[src/logic/bgc_pkg.sv]
// Constants and types shared by the burst gate control block
// Behaviour
// - Continuous mode: every received bit counts unless mask mode holds aux low
// - Burst allowed for PRBS, zero-sub, data, mixed
// - Burst gate source: internal, trigger or enable
// - Internal source builds gate from window, cycle
// - Trigger: rising edge opens window of set length
// - Enable source: valid only while aux high
// - Mask mode: aux low suppresses measurement
// - Auto delay aligns gate to incoming pattern when frame sync is on
// - Single channel delay 0..2147483640, step 8
// - Two channel delay 0..4294967280, step 16
// - Four channel delay 0..8589934560, step 32
// - Single channel cycle 25600..2^31, step 256
// - Single channel window minimum 12800, source maxima
// - Two channel cycle 51200..2^32, step 512
// - Two channel window minimum 25600, source maxima
// - Four channel cycle 102400..2^33, step 1024
// - Four channel window minimum 51200, source maxima
package bgc_pkg;
   // Channel combination; also log2 of the channel count
   typedef enum logic [1:0] {BGC_CH1, BGC_CH2, BGC_CH4} bgc_comb_t;
   typedef enum logic [1:0] {BGC_SRC_INT, BGC_SRC_TRIG, BGC_SRC_EN} bgc_src_t;
   typedef enum logic [1:0] {BGC_AUX_OFF, BGC_AUX_BURST, BGC_AUX_MASK} bgc_aux_t;
   typedef enum logic [2:0] {BGC_PAT_PRBS, BGC_PAT_ZSUB, BGC_PAT_DATA, BGC_PAT_MIXED,
      BGC_PAT_OTHER} bgc_pat_t;
   // Received data arrives 8 bits a clock per channel
   localparam int BGC_DW = 32;
   // Counts are in words of the delay step (8/16/32 bits)
   localparam int BGC_DLY_W = 28;
   localparam logic [27:0] BGC_DLY_MAX = 28'hfffffff;
   // Cycle and window are in 256/512/1024-bit units
   localparam int BGC_LEN_W = 24;
   localparam logic [23:0] BGC_CYC_MIN = 24'h000064;
   localparam logic [23:0] BGC_CYC_MAX = 24'h800000;
   localparam logic [23:0] BGC_WIN_MIN = 24'h000032;
   localparam logic [23:0] BGC_WIN_MAX_INT = 24'h7ffffc;
   localparam logic [23:0] BGC_WIN_MAX_TRG = 24'h7fffff;
   // Least gap of 512 bits per channel = 2 length units
   localparam logic [23:0] BGC_GAP_MIN = 24'h000002;
   // Words of delay step per length unit: 256/8
   localparam int BGC_UNIT_SH = 5;
   // Auto delay: start of the aligner wait count; it counts accepted words down to 0 and the aligner keeps waiting
   localparam logic [7:0] BGC_ALIGN_WAIT = 8'hff;
   localparam int BGC_SYNC_STAGES = 2;
   // Buffer depth (two entries)
   localparam int BGC_BUF_DEPTH = 2;
endpackage

[src/logic/bgc_skid_buf.sv]
// Two-entry buffer with valid/ready on both sides
`timescale 1ns/100ps
module bgc_skid_buf
   import bgc_pkg::*;
(
   // Clock and reset
   input wire logic sys_clk,
   input wire logic rst_n,
   // Filling side
   input wire logic in_valid,
   output logic in_ready,
   input wire logic [BGC_DW:0] in_data,
   // Draining side
   output logic out_valid,
   input wire logic out_ready,
   output logic [BGC_DW:0] out_data
);
   logic [BGC_DW:0] mem_r [BGC_BUF_DEPTH];
   logic [BGC_DW:0] mem_nxt [BGC_BUF_DEPTH];
   logic wp_r, wp_nxt, rp_r, rp_nxt;
   logic [1:0] cnt_r, cnt_nxt;
   logic push, pop;

   // Honest full and empty flags off the occupancy count
   assign in_ready = (cnt_r != 2'h2);
   assign out_valid = (cnt_r != 2'h0);
   assign out_data = mem_r[rp_r];
   assign push = in_valid && in_ready;
   assign pop = out_valid && out_ready;

   // Next pointers and storage
   always_comb begin
      mem_nxt = mem_r;
      wp_nxt = wp_r;
      rp_nxt = rp_r;
      cnt_nxt = cnt_r;
      if (push) begin
         mem_nxt[wp_r] = in_data;
         wp_nxt = ~wp_r;
      end
      if (pop) begin
         rp_nxt = ~rp_r;
      end
      if (push && !pop) begin
         cnt_nxt = cnt_r + 2'h1;
      end else if (pop && !push) begin
         cnt_nxt = cnt_r - 2'h1;
      end
   end

   // Register stage
   always_ff @(posedge sys_clk or negedge rst_n) begin
      if (!rst_n) begin
         mem_r[0] <= '0;
         mem_r[1] <= '0;
         wp_r <= 1'b0;
         rp_r <= 1'b0;
         cnt_r <= 2'h0;
      end else begin
         mem_r <= mem_nxt;
         wp_r <= wp_nxt;
         rp_r <= rp_nxt;
         cnt_r <= cnt_nxt;
      end
   end
endmodule

[src/logic/bgc_gate.sv]
// Burst gate control: decides which received words count for errors
`timescale 1ns/100ps
module bgc_gate
   import bgc_pkg::*;
(
   // Clock and reset
   input wire logic sys_clk,
   input wire logic rst_n,
   // Configuration
   input wire logic burst_mode,
   input wire bgc_src_t gate_src,
   input wire bgc_aux_t aux_func,
   input wire bgc_comb_t comb,
   input wire bgc_pat_t pat_type,
   input wire logic delay_auto,
   input wire logic frame_sync_on,
   input wire logic [BGC_DLY_W-1:0] delay_words,
   input wire logic [BGC_LEN_W-1:0] window_len,
   input wire logic [BGC_LEN_W-1:0] cycle_len,
   // Auxiliary input and pattern alignment marker
   input wire logic aux_in,
   input wire logic pat_start,
   // Received data stream in
   input wire logic rx_valid,
   output logic rx_ready,
   input wire logic [BGC_DW-1:0] rx_err,
   // Gated stream out to the error counters
   output logic cnt_valid,
   input wire logic cnt_ready,
   output logic [BGC_DW-1:0] cnt_err,
   output logic cnt_gate,
   // Status
   output logic cfg_error,
   output logic align_done,
   output logic gate_open
);
   // Range check: is a length in bounds for this source
   function automatic logic len_ok(input logic [BGC_LEN_W-1:0] win,
         input logic [BGC_LEN_W-1:0] cyc, input bgc_src_t src);
      logic ok;
      // Lengths are in per-channel units, so one bound set serves all combinations
      ok = (win >= BGC_WIN_MIN);
      if (src == BGC_SRC_INT) begin
         ok = ok && (win <= BGC_WIN_MAX_INT) && (cyc >= BGC_CYC_MIN)
            && (cyc <= BGC_CYC_MAX);
         ok = ok && (cyc >= win + BGC_GAP_MIN);
      end else if (src == BGC_SRC_TRIG) begin
         ok = ok && (win <= BGC_WIN_MAX_TRG);
      end
      return ok;
   endfunction

   // Units are per channel; the step scales with combination so fields stay equal
   logic [BGC_DLY_W-1:0] word_shift;
   logic aux_s1_r, aux_s2_r, aux_d_r;
   logic [BGC_DLY_W-1:0] dly_cnt_r, dly_cnt_nxt;
   logic [BGC_DLY_W+BGC_UNIT_SH-1:0] win_cnt_r, win_cnt_nxt, cyc_cnt_r, cyc_cnt_nxt;
   logic [BGC_DLY_W+BGC_UNIT_SH-1:0] win_words, cyc_words;
   logic [7:0] wait_r, wait_nxt;
   logic pat_ok, cfg_ok, aux_rise, step, gate_win, meas;

   typedef enum logic [1:0] {ST_IDLE, ST_ALIGN, ST_DELAY, ST_RUN} bgc_st_t;
   bgc_st_t st_r, st_nxt;
   logic align_r, align_nxt, gate_r, gate_nxt;

   // Two-flop synchroniser; only the second stage is looked at
   always_ff @(posedge sys_clk or negedge rst_n) begin
      if (!rst_n) begin
         aux_s1_r <= 1'b0;
         aux_s2_r <= 1'b0;
         aux_d_r <= 1'b0;
      end else begin
         aux_s1_r <= aux_in;
         aux_s2_r <= aux_s1_r;
         aux_d_r <= aux_s2_r;
      end
   end

   assign aux_rise = aux_s2_r && !aux_d_r;
   assign step = rx_valid && rx_ready;
   assign win_words = {{(BGC_DLY_W-BGC_LEN_W){1'b0}}, window_len, {BGC_UNIT_SH{1'b0}}};
   assign cyc_words = {{(BGC_DLY_W-BGC_LEN_W){1'b0}}, cycle_len, {BGC_UNIT_SH{1'b0}}};
   assign word_shift = delay_words;
   // Burst only for these pattern families
   assign pat_ok = (pat_type != BGC_PAT_OTHER);
   assign cfg_ok = len_ok(window_len, cycle_len, gate_src);
   assign cfg_error = burst_mode && (!pat_ok || (gate_src != BGC_SRC_EN && !cfg_ok));
   assign align_done = align_r;

   // Gate sequencer: alignment, delay, then run of window/cycle counters
   always_comb begin
      st_nxt = st_r;
      dly_cnt_nxt = dly_cnt_r;
      win_cnt_nxt = win_cnt_r;
      cyc_cnt_nxt = cyc_cnt_r;
      wait_nxt = wait_r;
      align_nxt = align_r;
      gate_nxt = gate_r;
      if (!burst_mode || cfg_error || gate_src == BGC_SRC_EN) begin
         st_nxt = ST_IDLE;
         gate_nxt = 1'b0;
         align_nxt = 1'b0;
      end else begin
         unique case (st_r)
            ST_IDLE: begin
               wait_nxt = BGC_ALIGN_WAIT;
               st_nxt = delay_auto ? ST_ALIGN : ST_DELAY;
               dly_cnt_nxt = delay_auto ? '0 : word_shift;
            end
            ST_ALIGN: begin
               // Auto delay locks onto the pattern marker; needs frame sync
               if (!delay_auto) begin
                  st_nxt = ST_IDLE;
               end else if (frame_sync_on && step && pat_start) begin
                  align_nxt = 1'b1;
                  st_nxt = ST_DELAY;
               end else if (step && wait_r != 8'h00) begin
                  wait_nxt = wait_r - 8'h01;
               end
            end
            ST_DELAY: begin
               if (step) begin
                  if (dly_cnt_r == '0) begin
                     if (gate_src == BGC_SRC_INT) begin
                        st_nxt = ST_RUN;
                        gate_nxt = 1'b1;
                        win_cnt_nxt = win_words - 1'b1;
                        cyc_cnt_nxt = cyc_words - 1'b1;
                     end else if (aux_rise) begin
                        st_nxt = ST_RUN;
                        gate_nxt = 1'b1;
                        win_cnt_nxt = win_words - 1'b1;
                     end
                  end else begin
                     dly_cnt_nxt = dly_cnt_r - 1'b1;
                  end
               end
            end
            ST_RUN: begin
               if (step) begin
                  if (win_cnt_r != '0) begin
                     win_cnt_nxt = win_cnt_r - 1'b1;
                  end else begin
                     gate_nxt = 1'b0;
                  end
                  if (gate_src == BGC_SRC_INT) begin
                     if (cyc_cnt_r == '0) begin
                        gate_nxt = 1'b1;
                        win_cnt_nxt = win_words - 1'b1;
                        cyc_cnt_nxt = cyc_words - 1'b1;
                     end else begin
                        cyc_cnt_nxt = cyc_cnt_r - 1'b1;
                     end
                  end else if (win_cnt_r == '0) begin
                     // Trigger window closed: rearm on the next edge
                     st_nxt = ST_DELAY;
                     dly_cnt_nxt = delay_auto ? '0 : word_shift;
                  end
               end
               if (delay_auto && !align_r) begin
                  st_nxt = ST_IDLE;
               end
            end
            default: st_nxt = ST_IDLE;
         endcase
      end
   end

   always_ff @(posedge sys_clk or negedge rst_n) begin
      if (!rst_n) begin
         st_r <= ST_IDLE;
         dly_cnt_r <= '0;
         win_cnt_r <= '0;
         cyc_cnt_r <= '0;
         wait_r <= 8'h00;
         align_r <= 1'b0;
         gate_r <= 1'b0;
      end else begin
         st_r <= st_nxt;
         dly_cnt_r <= dly_cnt_nxt;
         win_cnt_r <= win_cnt_nxt;
         cyc_cnt_r <= cyc_cnt_nxt;
         wait_r <= wait_nxt;
         align_r <= align_nxt;
         gate_r <= gate_nxt;
      end
   end

   // Window per source; continuous mode always open
   always_comb begin
      if (!burst_mode) begin
         gate_win = 1'b1;
      end else if (cfg_error) begin
         gate_win = 1'b0;
      end else if (gate_src == BGC_SRC_EN) begin
         gate_win = aux_s2_r;
      end else begin
         gate_win = gate_r;
      end
   end

   // Mask mode: low aux blocks counting regardless of window
   assign meas = gate_win && !(aux_func == BGC_AUX_MASK && !aux_s2_r);
   assign gate_open = meas;

   // Buffer keeps words when the counters stall; gate flag rides with the data
   bgc_skid_buf u_buf (
      .sys_clk(sys_clk),
      .rst_n(rst_n),
      .in_valid(rx_valid),
      .in_ready(rx_ready),
      .in_data({meas, rx_err}),
      .out_valid(cnt_valid),
      .out_ready(cnt_ready),
      .out_data({cnt_gate, cnt_err})
   );
   // Counters must ignore cnt_err when cnt_gate is low
   // not enforced here: cnt_err passes unmasked, only the cnt_gate flag marks it
endmodule

[config.mk]
export PLATFORM = sky130hd
export DESIGN_NAME = bgc_gate
export DESIGN_NICKNAME = d
export VERILOG_FILES = /design/src/logic/bgc_pkg.sv /design/src/logic/bgc_skid_buf.sv /design/src/logic/bgc_gate.sv
export SDC_FILE = /design/constraint.sdc
export NUM_CORES = 1
export LEC_CHECK = 0
export BUFFER_PORTS_ARGS = -buffer_cell sky130_fd_sc_hd__buf_4
export CAP_MARGIN = 20
export CELL_PAD_IN_SITES_DETAIL_PLACEMENT = 0
export CELL_PAD_IN_SITES_GLOBAL_PLACEMENT = 2
export CORE_MARGIN = 2
export CORE_UTILIZATION = 33
export CTS_CLUSTER_SIZE = 20
export DETAILED_ROUTE_END_ITERATION = 10
export PLACE_DENSITY_LB_ADDON = 0.25
export SLEW_MARGIN = 10
export SYNTH_ARGS = -nofsm -noshare
export SYNTH_HDL_FRONTEND = slang
export SYNTH_HIERARCHICAL = 1
export SYNTH_SLANG_ARGS = --single-unit
[constraint.sdc]
create_clock -name sys_clk -period 7.7 [get_ports sys_clk]
set_input_delay 2.31 -clock sys_clk [delete_from_list [all_inputs] [get_ports sys_clk]]
set_output_delay 2.31 -clock sys_clk [all_outputs]
set_load 0.005 [all_outputs]
Yosys cells after proc, flatten, opt, wreduce, memory -nomap -nowiden
Index checks and enable logic that the tools add are counted.

Logic and storage cells: 175. Register bits: 171.

Reduce and logical (&&, ||, !) cells: 50. Bitwise operators: 5. Multiplexer cells: 63. Equality and inequality tests: 26. Magnitude comparators: 9. Add/sub/neg operators: 8.

Operators by type and width (count): 33-bit two-way mux (18); 28-bit two-way mux (6); 33-bit case mux with 2 select lines (2); 28-bit case mux with 3 select lines (1); 66-bit bitwise mux (1); 33-bit logical NOT (2); 33-bit by 1-bit subtractor with 33-bit output, second input constant (2); 29-bit by 1-bit subtractor with 30-bit output, second input constant (2); 24-bit by 23-bit less-or-equal comparator with 1-bit output, second input constant (2); 33-bit demux with 1-bit select (1); 33-bit nonzero test (1); 28-bit logical NOT (1); 2-bit two-way mux (14); 28-bit by 1-bit subtractor with 28-bit output, second input constant (1); 24-bit by 2-bit adder with 24-bit output, second input constant (1); 24-bit greater-or-equal comparator (1); 24-bit by 6-bit greater-or-equal comparator with 1-bit output, second input constant (1); 24-bit by 7-bit greater-or-equal comparator with 1-bit output, second input constant (1); 24-bit less-or-equal comparator, second input constant (1); 7-bit AND reduction (3); 2-bit != test, second input constant (10); 4-bit != test, second input constant (5); 1-bit logical AND (18); 1-bit two-way mux (18); other kinds (19) (48).

Logic depth before layout (Yosys ltp)
Word-level depth: 14. Depth in mapped cells: 18. Gate-level depth less buffers: 16.

Cells and area by module
Netlist, hierarchy kept.

By module, submodules not included: bgc_gate (cells an instance 1147, area each 9022.4 um^2, instances 1, sequential area each 2527.4 um^2); bgc_skid_buf (cells an instance 194, area each 3364.5 um^2, instances 1, sequential area each 1751.7 um^2).

Worst setup path before layout
No wires, ideal clock.

Path type: input to output. Start point: input window_len[3]. End point: output gate_open. Path slack: -0.110 ns. Data required time: 5.390 ns. Arrival time: 5.500 ns. Cell stages on the path: 15. Cell sequence: clkbuf_1 > nand3_1 > nor2_1 > and2_1 > nor2b_1 > nand2_1 > nor3_1 > xnor2_1 > ha_1 > nand3_1 > nor4_1 > a31oi_1 > a21o_1 > o2111a_1 > a211oi_1.

Word-level cells in the longest chain between the ends: 13. Elaborated cells between the ends (all ways): 19. Those cells by class: 1 x add/sub; 4 x order compare; 4 x mux; 10 x reduce/logical.

RTL lines: from (decl) (line bgc_gate.sv:18) `input wire logic [BGC_LEN_W-1:0] window_len,`; branches (longest 5 deep; another with 24-bit by 2-bit adder with 24-bit output); 1-bit two-way mux * (line bgc_gate.sv:43) `if (src == BGC_SRC_INT) begin`; 1-bit logical NOT * (line bgc_gate.sv:87) `assign cfg_error = burst_mode && (!pat_ok || (gate_src != BGC_SRC_EN && !cfg_ok));`; 1-bit logical AND * (line bgc_gate.sv:87); 1-bit logical OR * (line bgc_gate.sv:87); 1-bit logical AND * (line bgc_gate.sv:87); 1-bit two-way mux * (line bgc_gate.sv:193) `end else if (cfg_error) begin`; 1-bit two-way mux * (line bgc_gate.sv:191) `if (!burst_mode) begin`; 1-bit logical AND * (line bgc_gate.sv:203) `assign meas = gate_win && !(aux_func == BGC_AUX_MASK && !aux_s2_r);`; to (decl) (line bgc_gate.sv:35) `output logic gate_open`.

Mark *: on every way between the ends.

Worst setup path in the final report
Start point: input window_len[7]. End point: output gate_open.

The elaborated chain is that of the path after synthesis.

==> flow_summary.toml <==
[power_and_ir_drop]
vdd_drop_max_mv = 0.1815
p_seq_share_pct = 37.2
p_sw_share_pct = 32.81
p_int_mw = 2.340
p_clk_share_pct = 25.4
p_sw_mw = 1.142
power_density_nw_per_um2 = 234.0
finalPower_mw = 3.482
comb_power_share_pct = 37.4
p_leak_nw = 6.155

[clock_network]
clock_sinks = 171
clkLatencyLatePin_ps = 450
cts-root-buf = "clkbuf_16"
path_clk_slew_ps = 80
hold_buffers = 0
numCtsBuffers = 17
cts_max_level = 4
ctsLongestPathBuffers = 2
tritoncts = "done"

[placement]
hpwlAfterDp_um = 28260
pre_cts_ws_ps = -140.4
port_buffers = 161
gp_congestion = 0.8086

[floorplan]
boundaryPins = 164
core_um2 = 36790
rows = 70
die_h_um = 197.7
die-area_um2 = 39100
start_util_pct = 33.67
die_w_um = 197.7

[finish]
antennaDiodeCount = 0
seqCellArea_um2 = 4279
layout-drive-gt1-share_pct = 26.43
final_common_cell = "buf_4"
area_delta_synth_final_pct = 20.15
final_cell_mix = "buf_4 (210), dfrtp_1 (171), nand2_1 (105), nor2_1 (84), a21oi_1 (63)"
fin_nets = 1651
n_fill_cell = 3727
multi_input_area_um2 = 7553

[detailed_routing]
drc = 0
routed_wl_um = 39890
routedWlPerCell_um = 20.25
ant_nets = 0
viasPerCell = 5.636
first_pass_iters = 5
drtIter0Drc = 615
dr_total_vias = 11100

[setup_path]
reg2reg_depth = 10
r2r_slack_ps = 3540
r2r_start = "cyc_cnt_r[0]"
worst_ep_arrival_time_ps = 5400
required_ps = 5390
crit_fanout = 3
cp-end-kind = "output pin"
crit_type = "primary input to output pin"
reg2reg_to = "win_cnt_r[9]"
cp-start-kind = "primary input"

[yosys]
synth_edf_count = 0
syn_area_um2 = 12390
ys_warn_count = 6
avgSynthCellArea_um2 = 9.237
syn_inst = 1341
seq_area_frac_synth_pct = 34.55
synth-seq-cells = 171
synthFlopType = "dfrtp_1"
syn_nets = 1503
async_reset_ff_share_pct = 100.0
synth_cell_types = 91

[timing]
tightest_slew_ps = 1059
finalSetupViolCount = 1
hold_violations = 0
rsz0062_at_grt = "true"
maxSlewViolCount = 0
max_freq_mhz = 129.7
final.setup.worst_slack_ps = -13.08
worst_clock_skew_ps = 17.46
finalCritPeriodShare_pct = 100.2
period_minus_slack_ps = 7713
max_slew_margin_pct = 29.25

[worst_hold_path]
hold_depth = 0
hold_class = "flop to flop"
min_to = "aux_d_r"
min-delay-start = "aux_s2_r"

[outcome]
outcome = "finished, violations left"
violations = "negative setup slack"

[global_routing]
grt.overflow.total = 0
grt_pass1_vias = 11140
grt_max_degree = 118
antenna_found_initial = 0
grt_pass1_wl_um = 63220
track_usage_pct = 20.48

[flow_run]
drv_cap = 0
## per-layer routing
layer  track usage (%)  share of wire, %  vias up
met2             33.63                48      220
li1                  -                 -     5356
met3             2.708               3.1       34
met5                 0                 0        -
met1             28.58                47     5492
met4             4.818               1.5        0
## cell type report
type / count / share of cell area, %
sequential: 171 / 28.75
clock inverter: 15 / 1.152
tap: 468 / 3.934
clock buffer: 17 / 2.858
timing repair buffer: 217 / 11.32
inverter: 49 / 1.236
multi-input combinational: 1033 / 50.75
## state kept, by name, indices dropped and copies added (netlist names)
signal / count
gate_r: 1
aux_s1_r: 1
u_buf/mem_r: 66
aux_d_r: 1
st_r: 2
cyc_cnt_r: 33
u_buf/rp_r: 1
u_buf/wp_r: 1
dly_cnt_r: 28
u_buf/cnt_r: 2
win_cnt_r: 33
aux_s2_r: 1
align_done: 1
## cells by family after synthesis
logic type / after synthesis / share of synthesized area [%]
compound gates: 353 / 20.19
xor+xnor: 68 / 4.808
fa+ha+maj: 36 / 3.636
buf+inv: 137 / 5.364
flops: 171 / 34.55
mux: 104 / 11.24
simple gates: 472 / 20.21
## critical path: stages
cell and delay [ps]:
buf_4 80, nand4_1 140, nor2_2 180, and2_4 160, nor2b_4 150, buf_6 110
nand3_2 70, xor2_1 180, ha_1 300, nand4_1 120, buf_4 170, nor4_4 310
a31oi_4 140, a21o_1 230, o2111a_2 290, a211oi_4 280, buf_4 170
## per-stage QoR
stage	utilization, %	hold slack, ps	instance area (µm²)	setup TNS (ps)	std cells
3_3_place_gp	38.45	426.4	14140	-136.4	1935
6_report	40.46	439.7	14880	-13.08	1970
4_1_cts	40.19	444.2	14780	0	1968
3_5_place_dp	38.52	435.1	14170	-140.4	1936
2_1_floorplan	-	331.2	12390	0	1341
5_1_grt	40.46	455.0	14880	-178.8	1970
## repair_timing
item                                    4_1_cts  5_1_grt
endpoints found under the setup margin        1        2
pin swaps                                     1       12
resized for setup                             3       18
buffers inserted                              0        2
hold endpoints to repair                      0        0
## worst max-delay path by stage
| stage | cells after the start | slack, ps | from | endpoint |
|---|---|---|---|---|
| floorplan | 15 | 30 | window_len[4] | cfg_error |
| global placement | 16 | -140 | window_len[5] | gate_open |
| detailed placement | 16 | -140 | window_len[5] | gate_open |
| CTS | 18 | 30 | window_len[5] | gate_open |
| global route | 17 | -170 | window_len[4] | gate_open |
| finish | 17 | -10 | window_len[7] | gate_open |
## cells in the mapped netlist, types with 8 or more instances
cell       number  area (µm²)
dfrtp_1       171        4279
nand2_1       105       394.1
nor2_1         87       326.6
a21oi_1        64       320.3
mux2_4         60       900.9
clkbuf_1       55       206.5
nor3_1         53       265.3
nand3_1        51       255.2
inv_1          48       180.2
o21ai_0        43       215.2
nor4_1         42       262.8
o211ai_1       41       307.8
mux2_2         40       450.4
a31oi_1        38       237.7
xnor2_1        38       332.8
ha_1           36       450.4
nand4_1        30       187.7
xor2_1         30       262.8
o2bb2ai_1      25       219.0
buf_2          21       105.1
o31ai_1        20       150.1
a22oi_1        16       120.1
nand2b_1       16       100.1
or3_1          14       87.58
a211oi_1        9       67.56
a21o_1          9       67.56
and3_1          9       56.30
or4_1           9       67.56
a2bb2oi_1       8       70.07
nor2b_1         8       50.05
o221ai_1        8       70.07
## power groups by stage
stage                     Combinational, mW  Sequential (mW)  Clock (mW)
after floorplan                       0.904             1.25           0
after global routing                   1.42             1.33       0.938
after CTS                              1.32             1.29       0.907
after global placement                 1.30             1.29           0
final                                  1.30             1.29       0.886
after detailed placement               1.31             1.31           0
Note: power is estimated with default switching activity, not from simulation.
